--- config.mk ---
export PLATFORM = sky130hd
export DESIGN_NAME = rx_descriptor_dma
export DESIGN_NICKNAME = d
export VERILOG_FILES = /design/src/rx_dma_pkg.sv /design/src/rx_dma_if.sv /design/src/rx_descriptor_dma.sv /design/src/rx_dma_mem_port.sv /design/src/rx_dma_wb_regs.sv
export SDC_FILE = /design/constraint.sdc
export NUM_CORES = 1
export LEC_CHECK = 0
export BUFFER_PORTS_ARGS = -buffer_cell sky130_fd_sc_hd__buf_2
export CAP_MARGIN = 30
export CORE_MARGIN = 4
export CORE_UTILIZATION = 60
export DETAILED_ROUTE_END_ITERATION = 8
export GPL_TIMING_DRIVEN = 0
export PLACE_DENSITY_LB_ADDON = 0.25
export SETUP_SLACK_MARGIN = 0.02
export SLEW_MARGIN = 5
export SYNTH_ARGS = -nofsm -noshare
export SYNTH_HDL_FRONTEND = slang
export SYNTH_HIERARCHICAL = 1
export SYNTH_SLANG_ARGS = --single-unit
--- constraint.sdc ---
create_clock -name CLK_SYS -period 3.05 [get_ports CLK_SYS]
set_input_delay 0.4575 -clock CLK_SYS [delete_from_list [all_inputs] [get_ports CLK_SYS]]
set_output_delay 0.4575 -clock CLK_SYS [all_outputs]
set_load 0.01 [all_outputs]
--- src/rx_dma_pkg.sv ---
// constants, register map and state codes of the receive descriptor dma
`default_nettype none
package rx_dma_pkg;
  // ************************************************************
  // register map (byte addresses)
  // ************************************************************
  localparam logic [7:0] REG_CTRL = 8'h00;
  localparam logic [7:0] REG_HEAD = 8'h04;
  localparam logic [7:0] REG_OFFSET = 8'h08;
  localparam logic [7:0] REG_COMP = 8'h0c;
  localparam logic [7:0] REG_STATUS = 8'h10;
  localparam int CTRL_EN_BIT = 0;
  localparam int ST_BUSY_BIT = 0;
  localparam int ST_DONE_BIT = 1;
  localparam int ST_STARVED_BIT = 2;
  localparam logic [31:0] CTRL_RST = 32'h0000_0000;
  localparam logic [31:0] HEAD_RST = 32'h0000_0000;
  localparam logic [15:0] OFFSET_RST = 16'h0000;
  localparam logic [31:0] COMP_RST = 32'h0000_0000;
  // ************************************************************
  // descriptor layout
  // ************************************************************
  localparam logic [31:0] DESC_LINK_OFS = 32'h0000_0000;
  localparam logic [31:0] DESC_BUF_OFS = 32'h0000_0004;
  localparam logic [31:0] DESC_LEN_OFS = 32'h0000_0008;
  localparam logic [31:0] DESC_FLAG_OFS = 32'h0000_000c;
  localparam int PACKET_FIRST_FLAG_BIT = 31;
  localparam int PACKET_LAST_FLAG_BIT = 30;
  localparam int OWN_BIT = 29;
  localparam int QUEUE_END_FLAG_BIT = 28;
  localparam int ZERO_BYTE_BIT = 23;
  localparam int SKIP_LSB = 16;
  localparam logic [1:0] LAST_WORD = 2'h3;
  // ************************************************************
  // engine states
  // ************************************************************
  typedef enum logic [3:0] {
    S_IDLE = 4'b0000,
    S_FETCH = 4'b0001,
    S_CHECK = 4'b0010,
    S_RECV = 4'b0011,
    S_PUTB = 4'b0100,
    S_CLOSE_LEN = 4'b0101,
    S_CLOSE_FLAG = 4'b0110,
    S_FIRST_FLAG = 4'b0111,
    S_NEXT = 4'b1000
  } state_e;
endpackage
`default_nettype wire

--- src/rx_dma_if.sv ---
// interfaces between the engine, its memory port and its register slave
`default_nettype none
interface dma_mem_if;
  logic req;
  logic we;
  logic [31:0] addr;
  logic [3:0] sel;
  logic [31:0] wdata;
  logic done;
  logic [31:0] rdata;
  modport engine(output req, we, addr, sel, wdata, input done, rdata);
  modport port(input req, we, addr, sel, wdata, output done, rdata);
endinterface

interface dma_reg_if;
  logic enable;
  logic go;
  logic [31:0] head;
  logic [15:0] offset;
  logic busy;
  logic [31:0] cur_desc;
  logic [31:0] comp_ptr;
  logic pkt_done;
  logic starved;
  modport regs(output enable, go, head, offset,
               input busy, cur_desc, comp_ptr, pkt_done, starved);
  modport engine(input enable, go, head, offset,
                 output busy, cur_desc, comp_ptr, pkt_done, starved);
endinterface
`default_nettype wire

--- src/rx_descriptor_dma.sv ---
// receive descriptor dma engine: walks buffer chains, stores usb data
//
// Our own choices: the placing of the registers and the Wishbone slave port.
`default_nettype none
module rx_descriptor_dma
  import rx_dma_pkg::*;
(
  input wire logic CLK_SYS,
  input wire logic RESET,
  input wire logic WB_CYC,
  input wire logic WB_STB,
  input wire logic WB_WE,
  input wire logic [7:0] WB_ADR,
  input wire logic [3:0] WB_SEL,
  input wire logic [31:0] WB_DAT_I,
  output logic [31:0] WB_DAT_O,
  output logic WB_ACK,
  output logic MEM_REQ,
  output logic MEM_WE,
  output logic [31:0] MEM_ADDR,
  output logic [3:0] MEM_SEL,
  output logic [31:0] MEM_WDATA,
  input wire logic [31:0] MEM_RDATA,
  input wire logic MEM_ACK,
  input wire logic RX_VALID,
  input wire logic [7:0] RX_DATA,
  input wire logic RX_LAST,
  input wire logic RX_ZERO,
  output logic RX_READY
);
  // ************************************************************
  // submodules
  // ************************************************************
  dma_mem_if mi();
  dma_reg_if ri();

  rx_dma_mem_port u_mem (
    .clk(CLK_SYS),
    .rst(RESET),
    .mem_req(MEM_REQ),
    .mem_we(MEM_WE),
    .mem_addr(MEM_ADDR),
    .mem_sel(MEM_SEL),
    .mem_wdata(MEM_WDATA),
    .mem_rdata(MEM_RDATA),
    .mem_ack(MEM_ACK),
    .m(mi.port)
  );

  rx_dma_wb_regs u_regs (
    .clk(CLK_SYS),
    .rst(RESET),
    .wb_cyc(WB_CYC),
    .wb_stb(WB_STB),
    .wb_we(WB_WE),
    .wb_adr(WB_ADR),
    .wb_sel(WB_SEL),
    .wb_dat_i(WB_DAT_I),
    .wb_dat_o(WB_DAT_O),
    .wb_ack(WB_ACK),
    .r(ri.regs)
  );

  // ************************************************************
  // engine state
  // ************************************************************
  state_e state, next_state;
  logic [31:0] desc, next_desc, first_desc, next_first_desc;
  logic [31:0] link, next_link, buf_ptr, next_buf_ptr;
  logic [31:0] len_word, next_len_word, flag_word, next_flag_word;
  logic [31:0] wr_ptr, next_wr_ptr, comp, next_comp;
  logic [15:0] room, next_room, count, next_count;
  logic [15:0] pkt_len, next_pkt_len, skip, next_skip;
  logic [7:0] byte_q, next_byte_q;
  logic [1:0] widx, next_widx;
  logic first, next_first, last, next_last, zero, next_zero;
  logic in_pkt, next_in_pkt, waiting, next_waiting;
  logic rdy, next_rdy, done_p, next_done_p, starve_p, next_starve_p;
  logic req, next_req, we, next_we;
  logic [31:0] addr, next_addr, wdata, next_wdata;
  logic [3:0] sel, next_sel;

  assign mi.req = req;
  assign mi.we = we;
  assign mi.addr = addr;
  assign mi.sel = sel;
  assign mi.wdata = wdata;
  assign ri.busy = state != S_IDLE;
  assign ri.cur_desc = desc;
  assign ri.comp_ptr = comp;
  assign ri.pkt_done = done_p;
  assign ri.starved = starve_p;
  assign RX_READY = rdy;

  always_comb
  begin
    next_state = state;
    {next_desc, next_first_desc, next_link, next_buf_ptr} =
      {desc, first_desc, link, buf_ptr};
    {next_len_word, next_flag_word, next_wr_ptr, next_comp} =
      {len_word, flag_word, wr_ptr, comp};
    {next_room, next_count, next_pkt_len, next_skip} =
      {room, count, pkt_len, skip};
    {next_byte_q, next_widx, next_first, next_last, next_zero} =
      {byte_q, widx, first, last, zero};
    {next_in_pkt, next_waiting} = {in_pkt, waiting};
    {next_rdy, next_done_p, next_starve_p, next_req} = 4'h0;
    {next_we, next_addr, next_wdata, next_sel} = {we, addr, wdata, sel};
    // a memory-facing state issues one request, then waits for done
    if (!waiting && !req && state inside {S_FETCH, S_PUTB, S_CLOSE_LEN,
        S_CLOSE_FLAG, S_FIRST_FLAG})
    begin
      next_req = 1'b1;
      next_waiting = 1'b1;
      next_sel = 4'hf;
      next_we = 1'b1;
    end
    case (state)
      S_IDLE:
      begin
        if (ri.go && ri.enable && ri.head != 32'h0000_0000)
        begin
          next_desc = {ri.head[31:4], 4'h0};
          next_widx = 2'h0;
          next_in_pkt = 1'b0;
          next_state = S_FETCH;
        end
      end
      S_FETCH:
      begin
        next_we = 1'b0;
        next_addr = desc + {28'h0, widx, 2'b00};
        if (mi.done)
        begin
          next_waiting = 1'b0;
          case (widx)
            2'h0: next_link = mi.rdata;
            2'h1: next_buf_ptr = mi.rdata;
            2'h2: next_len_word = mi.rdata;
            default: next_flag_word = mi.rdata;
          endcase
          next_widx = widx + 2'h1;
          if (widx == LAST_WORD)
            next_state = S_CHECK;
        end
      end
      S_CHECK:
      begin
        next_count = 16'h0000;
        next_last = 1'b0;
        if (!in_pkt)
        begin
          // ownership is only looked at on a packet's first buffer
          if (!flag_word[OWN_BIT])
          begin
            next_starve_p = 1'b1;
            next_state = S_IDLE;
          end
          else
          begin
            next_first = 1'b1;
            next_first_desc = desc;
            next_skip = ri.offset;
            next_wr_ptr = buf_ptr + {16'h0000, ri.offset};
            next_room = len_word[15:0] - ri.offset;
            next_pkt_len = 16'h0000;
            next_zero = 1'b0;
            next_in_pkt = 1'b1;
            next_state = S_RECV;
          end
        end
        else
        begin
          next_first = 1'b0;
          next_skip = 16'h0000;
          next_wr_ptr = buf_ptr;
          next_room = len_word[15:0];
          next_state = S_RECV;
        end
        // a continuation buffer with no room is closed without taking data
        if (in_pkt && len_word[15:0] == 16'h0000)
          next_state = S_CLOSE_LEN;
      end
      S_RECV:
      begin
        next_rdy = !(RX_VALID && rdy);
        if (RX_VALID && rdy)
        begin
          next_byte_q = RX_DATA;
          next_last = RX_LAST || RX_ZERO;
          if (RX_ZERO)
          begin
            next_zero = 1'b1;
            next_state = S_CLOSE_LEN;
          end
          else
            next_state = S_PUTB;
        end
      end
      S_PUTB:
      begin
        // one byte lane per write keeps any alignment legal
        next_addr = {wr_ptr[31:2], 2'b00};
        next_sel = 4'h1 << wr_ptr[1:0];
        next_wdata = {4{byte_q}};
        if (mi.done)
        begin
          next_waiting = 1'b0;
          next_wr_ptr = wr_ptr + 32'h0000_0001;
          next_count = count + 16'h0001;
          next_pkt_len = pkt_len + 16'h0001;
          if (last || count + 16'h0001 == room)
            next_state = S_CLOSE_LEN;
          else
            next_state = S_RECV;
        end
      end
      S_CLOSE_LEN:
      begin
        next_addr = desc + DESC_LEN_OFS;
        next_wdata = {skip, count};
        if (mi.done)
        begin
          next_waiting = 1'b0;
          next_state = S_CLOSE_FLAG;
        end
      end
      S_CLOSE_FLAG:
      begin
        next_addr = desc + DESC_FLAG_OFS;
        next_wdata = 32'h0000_0000;
        next_wdata[PACKET_FIRST_FLAG_BIT] = first;
        next_wdata[PACKET_LAST_FLAG_BIT] = last;
        // the first buffer's owner stays set until the whole packet is stored
        next_wdata[OWN_BIT] = first && !last;
        next_wdata[QUEUE_END_FLAG_BIT] = last && link == 32'h0;
        next_wdata[ZERO_BYTE_BIT] = first && zero;
        next_wdata[15:0] = first ? pkt_len : 16'h0000;
        if (mi.done)
        begin
          next_waiting = 1'b0;
          next_state = (last && !first) ? S_FIRST_FLAG : S_NEXT;
        end
      end
      S_FIRST_FLAG:
      begin
        next_addr = first_desc + DESC_FLAG_OFS;
        next_wdata = 32'h0000_0000;
        next_wdata[PACKET_FIRST_FLAG_BIT] = 1'b1;
        next_wdata[ZERO_BYTE_BIT] = zero;
        next_wdata[15:0] = pkt_len;
        if (mi.done)
        begin
          next_waiting = 1'b0;
          next_state = S_NEXT;
        end
      end
      S_NEXT:
      begin
        if (last)
        begin
          next_in_pkt = 1'b0;
          next_comp = desc;
          next_done_p = 1'b1;
        end
        if (link == 32'h0000_0000)
        begin
          next_starve_p = !last;
          next_state = S_IDLE;
        end
        else
        begin
          next_desc = {link[31:4], 4'h0};
          next_widx = 2'h0;
          next_state = S_FETCH;
        end
      end
      default: next_state = S_IDLE;
    endcase
    if (next_state == S_RECV && state != S_RECV)
      next_rdy = 1'b1;
  end

  always_ff @(posedge CLK_SYS)
  begin
    if (RESET)
    begin
      state <= S_IDLE;
      comp <= COMP_RST;
      {desc, first_desc, link, buf_ptr} <= 128'h0;
      {len_word, flag_word, wr_ptr, addr, wdata} <= 160'h0;
      {room, count, pkt_len, skip} <= 64'h0;
      {byte_q, widx, sel} <= 14'h0;
      {first, last, zero, in_pkt, waiting, rdy} <= 6'h0;
      {done_p, starve_p, req, we} <= 4'h0;
    end
    else
    begin
      state <= next_state;
      {desc, first_desc, link, buf_ptr} <=
        {next_desc, next_first_desc, next_link, next_buf_ptr};
      {len_word, flag_word, wr_ptr, comp} <=
        {next_len_word, next_flag_word, next_wr_ptr, next_comp};
      {room, count, pkt_len, skip} <=
        {next_room, next_count, next_pkt_len, next_skip};
      {byte_q, widx, first, last, zero} <=
        {next_byte_q, next_widx, next_first, next_last, next_zero};
      {in_pkt, waiting, rdy, done_p, starve_p, req} <= {next_in_pkt,
        next_waiting, next_rdy, next_done_p, next_starve_p, next_req};
      {we, addr, wdata, sel} <= {next_we, next_addr, next_wdata, next_sel};
    end
  end
endmodule // rx_descriptor_dma
`default_nettype wire

--- src/rx_dma_mem_port.sv ---
// system memory master: holds a request until acknowledged
`default_nettype none
module rx_dma_mem_port
  import rx_dma_pkg::*;
(
  input wire logic clk,
  input wire logic rst,
  output logic mem_req,
  output logic mem_we,
  output logic [31:0] mem_addr,
  output logic [3:0] mem_sel,
  output logic [31:0] mem_wdata,
  input wire logic [31:0] mem_rdata,
  input wire logic mem_ack,
  dma_mem_if.port m
);
  logic next_req;
  logic next_done;
  logic [31:0] next_rdata;
  logic done;
  logic [31:0] rdata;

  assign m.done = done;
  assign m.rdata = rdata;

  always_comb
  begin
    next_req = mem_req;
    next_done = 1'b0;
    next_rdata = rdata;
    if (m.req)
      next_req = 1'b1;
    else if (mem_req && mem_ack)
    begin
      next_req = 1'b0;
      next_done = 1'b1;
      next_rdata = mem_rdata;
    end
  end

  always_ff @(posedge clk)
  begin
    if (rst)
    begin
      mem_req <= 1'b0;
      mem_we <= 1'b0;
      mem_addr <= 32'h0000_0000;
      mem_sel <= 4'h0;
      mem_wdata <= 32'h0000_0000;
      done <= 1'b0;
      rdata <= 32'h0000_0000;
    end
    else
    begin
      mem_req <= next_req;
      done <= next_done;
      rdata <= next_rdata;
      if (m.req)
      begin
        mem_we <= m.we;
        mem_addr <= m.addr;
        mem_sel <= m.sel;
        mem_wdata <= m.wdata;
      end
    end
  end
endmodule // rx_dma_mem_port
`default_nettype wire

--- src/rx_dma_wb_regs.sv ---
// classic wishbone slave holding control and status of the engine
`default_nettype none
module rx_dma_wb_regs
  import rx_dma_pkg::*;
(
  input wire logic clk,
  input wire logic rst,
  input wire logic wb_cyc,
  input wire logic wb_stb,
  input wire logic wb_we,
  input wire logic [7:0] wb_adr,
  input wire logic [3:0] wb_sel,
  input wire logic [31:0] wb_dat_i,
  output logic [31:0] wb_dat_o,
  output logic wb_ack,
  dma_reg_if.regs r
);
  function automatic logic [31:0] merge(input logic [31:0] old_v,
    input logic [31:0] new_v, input logic [3:0] sel);
    logic [31:0] v;
    v = old_v;
    for (int i = 0; i < 4; i++)
      if (sel[i])
        v[8*i +: 8] = new_v[8*i +: 8];
    return v;
  endfunction

  function automatic logic hit(input logic [7:0] adr, input logic [7:0] reg_a);
    return adr[7:2] == reg_a[7:2];
  endfunction

  logic [31:0] ctrl, next_ctrl, head, next_head, next_dat;
  logic [15:0] offset, next_offset;
  logic done_f, next_done_f, starved_f, next_starved_f, go, next_go;
  logic next_ack, wr;
  logic [31:0] offset_word;

  assign r.enable = ctrl[CTRL_EN_BIT];
  assign r.head = head;
  assign r.offset = offset;
  assign r.go = go;

  always_comb
  begin
    next_ack = wb_cyc && wb_stb && !wb_ack;
    // writes land on the edge where the master sees ack
    wr = wb_cyc && wb_stb && wb_we && wb_ack;
    next_ctrl = (wr && hit(wb_adr, REG_CTRL)) ?
      merge(ctrl, wb_dat_i, wb_sel) : ctrl;
    next_head = (wr && hit(wb_adr, REG_HEAD)) ?
      merge(head, wb_dat_i, wb_sel) : head;
    // only the low half of the merged word is a real register
    offset_word = merge({16'h0000, offset}, wb_dat_i, wb_sel);
    next_offset = (wr && hit(wb_adr, REG_OFFSET)) ?
      offset_word[15:0] : offset;
    next_go = wr && hit(wb_adr, REG_HEAD);
    // hardware set wins over a write-one clear in the same cycle
    next_done_f = r.pkt_done || (done_f && !(wr &&
      hit(wb_adr, REG_STATUS) && wb_sel[0] && wb_dat_i[ST_DONE_BIT]));
    next_starved_f = r.starved || (starved_f && !(wr &&
      hit(wb_adr, REG_STATUS) && wb_sel[0] && wb_dat_i[ST_STARVED_BIT]));
    case (wb_adr[7:2])
      REG_CTRL[7:2]: next_dat = ctrl;
      REG_HEAD[7:2]: next_dat = r.cur_desc;
      REG_OFFSET[7:2]: next_dat = {16'h0000, offset};
      REG_COMP[7:2]: next_dat = r.comp_ptr;
      REG_STATUS[7:2]: next_dat = {29'h0, starved_f, done_f, r.busy};
      default: next_dat = 32'h0000_0000;
    endcase
  end

  always_ff @(posedge clk)
  begin
    if (rst)
    begin
      ctrl <= CTRL_RST;
      head <= HEAD_RST;
      offset <= OFFSET_RST;
      go <= 1'b0;
      done_f <= 1'b0;
      starved_f <= 1'b0;
      wb_ack <= 1'b0;
      wb_dat_o <= 32'h0000_0000;
    end
    else
    begin
      ctrl <= next_ctrl;
      head <= next_head;
      offset <= next_offset;
      go <= next_go;
      done_f <= next_done_f;
      starved_f <= next_starved_f;
      wb_ack <= next_ack;
      wb_dat_o <= next_dat;
    end
  end
endmodule // rx_dma_wb_regs
`default_nettype wire

=== Word level (Yosys, flattened, before mapping) ===
Index checks and enable logic that the tools add are counted.

* $add $sub $neg: 10
* Eq/ne operators: 28
* Shift operators: 1
* Mux-type cells: 71
* Bitwise operators: 4
* Reduce and logical (&&, ||, !) cells: 86

{| class="wikitable"
|+ Operators with widths
! kind !! number
|-
| 32-bit one-hot mux with 5 select lines || 2
|-
| 32-bit two-way mux || 5
|-
| 16-bit two-way mux || 9
|-
| 32-bit one-hot mux with 2 select lines || 2
|-
| 32-bit one-hot mux with 4 select lines || 1
|-
| 32-bit by 4-bit adder with 32-bit output, second input constant || 3
|-
| 16-bit one-hot mux with 2 select lines || 2
|-
| 4-bit two-way mux || 13
|-
| 4-bit one-hot mux with 9 select lines || 1
|-
| 16-bit by 1-bit adder with 16-bit output, second input constant || 2
|-
| 32-bit by 1-bit adder with 32-bit output, second input constant || 1
|-
| 32-bit by 16-bit adder with 32-bit output || 1
|-
| 32-bit by 4-bit adder with 32-bit output || 1
|-
| 32-bit zero test || 1
|-
| 2-bit AND reduction || 16
|-
| 32-bit nonzero test || 1
|-
| 1-bit two-way mux || 26
|-
| 1-bit logical AND || 25
|-
| 3-bit AND reduction || 8
|-
| 16-bit == test || 1
|-
| 4-bit by 3-bit == test with 1-bit output, second input constant || 4
|-
| 16-bit zero test || 1
|-
| 16-bit subtractor || 1
|-
| 2-bit inequality test, second input constant || 7
|-
| other kinds (33) || 66
|}

* Flip-flop bits (word level): 613
* Output and inout bits: 104

=== Longest topological paths before layout ===
* Depth after elaboration: 9
* Depth in mapped cells: 11

=== By module ===
Netlist, hierarchy kept.

{| class="wikitable"
|+ Modules (own cells, without submodules)
! module !! times used !! cells each !! area an instance (um^2)
|-
| rx_descriptor_dma || 1 || 2238 || 17305.3
|-
| rx_dma_wb_regs || 1 || 465 || 4742.0
|-
| rx_dma_mem_port || 1 || 369 || 3942.5
|}

=== Least setup slack after synthesis ===
No wires, ideal clock.

* Path type: register to register
* Start point: reg u_regs.offset[8] (netlist: u_regs/r.offset[8])
* End point: reg wr_ptr[24]
* Setup time: 114 ps
* Data arrival time: 2475 ps
* Data required time: 2936 ps
* Path slack: 460 ps
* Stages on the path, launching flop included: 10
* Buffers on the path: 0
* Clock period less this slack: 2590 ps
* Cells stage by stage: dfxtp_1 > ha_1 > a21o_1 > or4_1 > o21a_1 > a221oi_2 > a21boi_1 > o211ai_1 > xor2_1 > a2111oi_0

* Word-level cells in the longest chain between the ends: 4

{| class="wikitable"
|+ Ends and longest elaborated chain
! what !! RTL line !! source
|-
| start, declared || rx_dma_wb_regs.sv:33 || <nowiki>logic [15:0] offset, next_offset;</nowiki>
|-
| start signal, assigned || rx_dma_wb_regs.sv:89 || <nowiki>offset <= next_offset;</nowiki>
|-
| 32-bit by 16-bit adder with 32-bit output || rx_descriptor_dma.sv:164 || <nowiki>next_wr_ptr = buf_ptr + {16'h0000, ri.offset};</nowiki>
|-
| 32-bit two-way mux || rx_descriptor_dma.sv:154 || <nowiki>if (!flag_word[OWN_BIT])</nowiki>
|-
| 32-bit two-way mux || rx_descriptor_dma.sv:151 || <nowiki>if (!in_pkt)</nowiki>
|-
| 32-bit one-hot mux with 2 select lines || rx_descriptor_dma.sv:118 || <nowiki>case (state)</nowiki>
|-
| end signal, assigned || rx_descriptor_dma.sv:302 || <nowiki>{len_word, flag_word, wr_ptr, comp} <=</nowiki>
|-
| end, declared || rx_descriptor_dma.sv:71 || <nowiki>logic [31:0] wr_ptr, next_wr_ptr, comp, next_comp;</nowiki>
|}

Every way passes these cells. The select of a mux whose other input is x is not followed.
A chain may end at the register's enable or synchronous reset.

=== Final worst setup path ===
* Start point: reg state[2]
* End point: reg wr_ptr[10]

* Word-level cells in the longest chain between the ends: 3
* Elaborated cells between the ends (all ways): 7

{| class="wikitable"
|+ Ends and longest elaborated chain
! what !! RTL line !! source
|-
| start, declared || rx_descriptor_dma.sv:67 || <nowiki>state_e state, next_state;</nowiki>
|-
| start signal, assigned || rx_descriptor_dma.sv:299 || <nowiki>state <= next_state;</nowiki>
|-
| 4-bit by 2-bit == test with 1-bit output / 4-bit by 3-bit == test with 1-bit output (equally long branches) || rx_descriptor_dma.sv:118 ||
|-
| 3-bit inequality test (no line) (tied with other cells) || n/a ||
|-
| 3-bit AND reduction (no line) || n/a ||
|}

Several ways; a longest one is shown, not always the timed one.

==> out/qor.txt <==
FILL cells: 3460
I/O Buffers: 192
Antenna Cells: 0
Fin crit share: 0.994
RSZ-0062 raised after global routing: no
Width of the die: 216 microns
Synth cell types: 98
Placement Setup Slack: -0.236 ns
Min-Delay Path Class: in -> reg
CTS tree: done
Max Freq: 330 MHz
Total CTS buffers: 57
EDFF count, synth: 0
Clk_lat worst skew: 0.62 ns
Core footprint: 42400 sq um
Power density over the cells: 503 nW/um^2
Remaining DRCs: 0
# setup viols final: 0
Ranking of synthesized cells by area: dfxtp_1, nand2_1, mux2i_1, a21oi_1, nor2_1
Total of max-cap violations: 0
Most common flop cell mapped by yosys: dfxtp_1
Sequential Area: 11400 sq um
Setup Skew: 0.0219 ns
Die ar.: 46700 sq um
Status: finished clean
Final slew viol count: 0
Hold Buf Count CTS: 0
Pleak: 11.1 nW
DP HPWL: 71200 microns
Largest net degree at the start of global routing: 15
Initial antenna violation count: 1
FFs w/ async S/R, synth: 0
Area of the multi-input gates: 13500 sq um
Mean Syn Cell Area: 8.46 sq um
Post-layout min period: 3.03 ns
Vias per cell: 6.38
H-tree levels: 2
Yosys top cell area share: 0.439
Startpoint types: flop
Synth warn: 6
Die height: 216 microns
Setup WS post-layout: 0.0187 ns
Seq/Total Area, Yosys: 0.439
Deepest clock path buffer count: 3
Remaining antenna violation count: 0
Endpoints failing hold: 0
DP Cell Count: 3850
Area grow syn2layout: 14.5%
Final std cells w/o fill: 3954
Via count: 25200
Root buf cell: clkbuf_16
Drt pass-1 iters: 9
Final WL: 93500 microns
Total grt overflow: 0
Vias in the first global route: 23300
First-pass GRT wire length: 139000 microns
Sink Count: 570
Setup crit end kind: flop
Data arrival, critical path: 3.51 ns
Initial Utilization: 0.613
CP Class: reg -> reg
Cell Area, Synth: 26000 sq um
Placer congestion estimate: 1.04
Largest area contributor in the netlist: dfxtp_1
#FFs+latches synth: 570
VDD IR max: 0.500 mV
Ports: 197
Utilization after layout: 0.702
Mapped Cells: 3072
# nets final: 3473
Worst Path Max Fanout: 10
Slew margin rel.: 0.276
Share of cells above drive strength 1: 0.137
Req. time, crit path: 3.53 ns
Worst Tran Pin Value: 1.09 ns
Wire per inst: 23.6 microns
Clock slew at the register clock pins of the worst setup and hold paths: 0.07 ns
Total Routing Usage GR: 0.382
DR iter-0 viols: 3718
Num rows: 75
## path summary, 6_finish.rpt
path,startpoint,end,slack (ns),cells past startpoint
max,state[2]$_SDFF_PP0_,wr_ptr[10]$_SDFFE_PP0P_,0.02,7
min,RX_DATA[1],byte_q[1]$_SDFFE_PP0P_,0.08,3
max reg2reg,state[2]$_SDFF_PP0_,wr_ptr[10]$_SDFFE_PP0P_,0.02,7
min reg2reg,u_regs/wb_ack$_SDFF_PP0_,u_regs/wb_ack$_SDFF_PP0_,0.43,1
## per-layer routing
layer,routed length (microns),GRT usage,vias up
met3,12300,0.0912,249
met5,8,0,-
met4,4050,0.144,2
met2,39200,0.568,1623
met1,37900,0.542,12000
li1,-,-,11300
## sequential cells by signal, summed over array words and instances (netlist names), 30 cells and up
signal	count
buf_ptr	32
u_mem/mem_wdata	32
u_regs/r.head	32
link	32
mi.wdata	32
wr_ptr	32
u_regs/wb_dat_o	32
u_mem/m.rdata	32
u_mem/mem_addr	32
u_regs/ctrl	32
addr	30
## per-stage QoR
step	setup TNS [ns]	hold WS, ns	instance area [sq um]	power [W]
2_1_floorplan	0	0.432	26000	0.00778
3_3_place_gp	-1.37	0.418	27700	0.00794
3_5_place_dp	-1.42	0.423	27700	0.00795
4_1_cts	0	0.0521	29600	0.0150
5_1_grt	0	0.0847	29800	0.0153
6_report	0	0.0751	29800	0.0150
## power breakdown
part           switching, W  leakage, nW  total (W)  internal [W]
clock               0.00300        0.922    0.00717       0.00417
sequential      0.000000460         4.59    0.00744       0.00744
combinational      0.000256         5.62   0.000361      0.000105
total               0.00326         11.1     0.0150        0.0117
## cell usage in the layout (no fill, tap or decap), drive strengths merged, types with 13 or more instances in the layout
cell	n
a21o	14
o21ai	74
mux2	39
a22oi	63
xor2	23
nor3	34
a21oi	317
dfxtp	570
nor2	337
nor4	28
clkbuf	228
inv	43
nand4	37
and2	13
nand2b	75
ha	42
a311oi	38
or3	20
and3	28
xnor2	30
buf	279
mux2i	182
nor2b	19
nand2	552
nand3	39
a211oi	16
a222oi	47
## repair_timing
action	in CTS	in global routing
setup buffers	0	2
resized for setup	8	37
endpoints found under the setup margin	27	53
## cells in the mapped netlist (42+ instances only)
| master | n |
|---|---|
| ha_1 | 42 |
| dfxtp_1 | 570 |
| inv_1 | 43 |
| clkbuf_1 | 144 |
| nor2_1 | 336 |
| mux2i_1 | 182 |
| nand2_1 | 550 |
| a22oi_1 | 63 |
| o21ai_0 | 59 |
| nand2b_1 | 75 |
| a222oi_1 | 47 |
| buf_2 | 52 |
| a21oi_1 | 316 |
## cell type report
type                            instances  area share
Sequential cell                       570       0.384
Clock buffer                           84      0.0558
Timing Repair Buffer                  196      0.0336
Tap cell                              577      0.0243
Clock inverter                         16     0.00795
Multi-Input combinational cell       2241       0.453
Buffer                                227      0.0359
Inverter                               43     0.00542
## critical path: stages, from the launching register on
cell	delay [ns]
dfxtp_1	0.36
buf_2	0.22
nor4b_4	0.63
o21ai_1	0.24
clkbuf_1	0.36
clkbuf_1	0.46
a211oi_2	0.50
nor3_1	0.09
## logic make-up (layout without fill, tap and decap cells)
family / count (synthesis) / after routing / synth area share
and+or+nand+nor: 1235 / 1235 / 0.218
AOI/OAI and AO/OA: 678 / 678 / 0.169
DFF: 570 / 570 / 0.439
buffers and inverters: 270 / 566 / 0.0471
muxes: 221 / 221 / 0.0870
xor gates and xnor gates: 53 / 53 / 0.0179
adders and majority gates: 44 / 44 / 0.0218
other: 1 / 10 / 0.000144
Note: power is estimated with default switching activity, not from simulation.
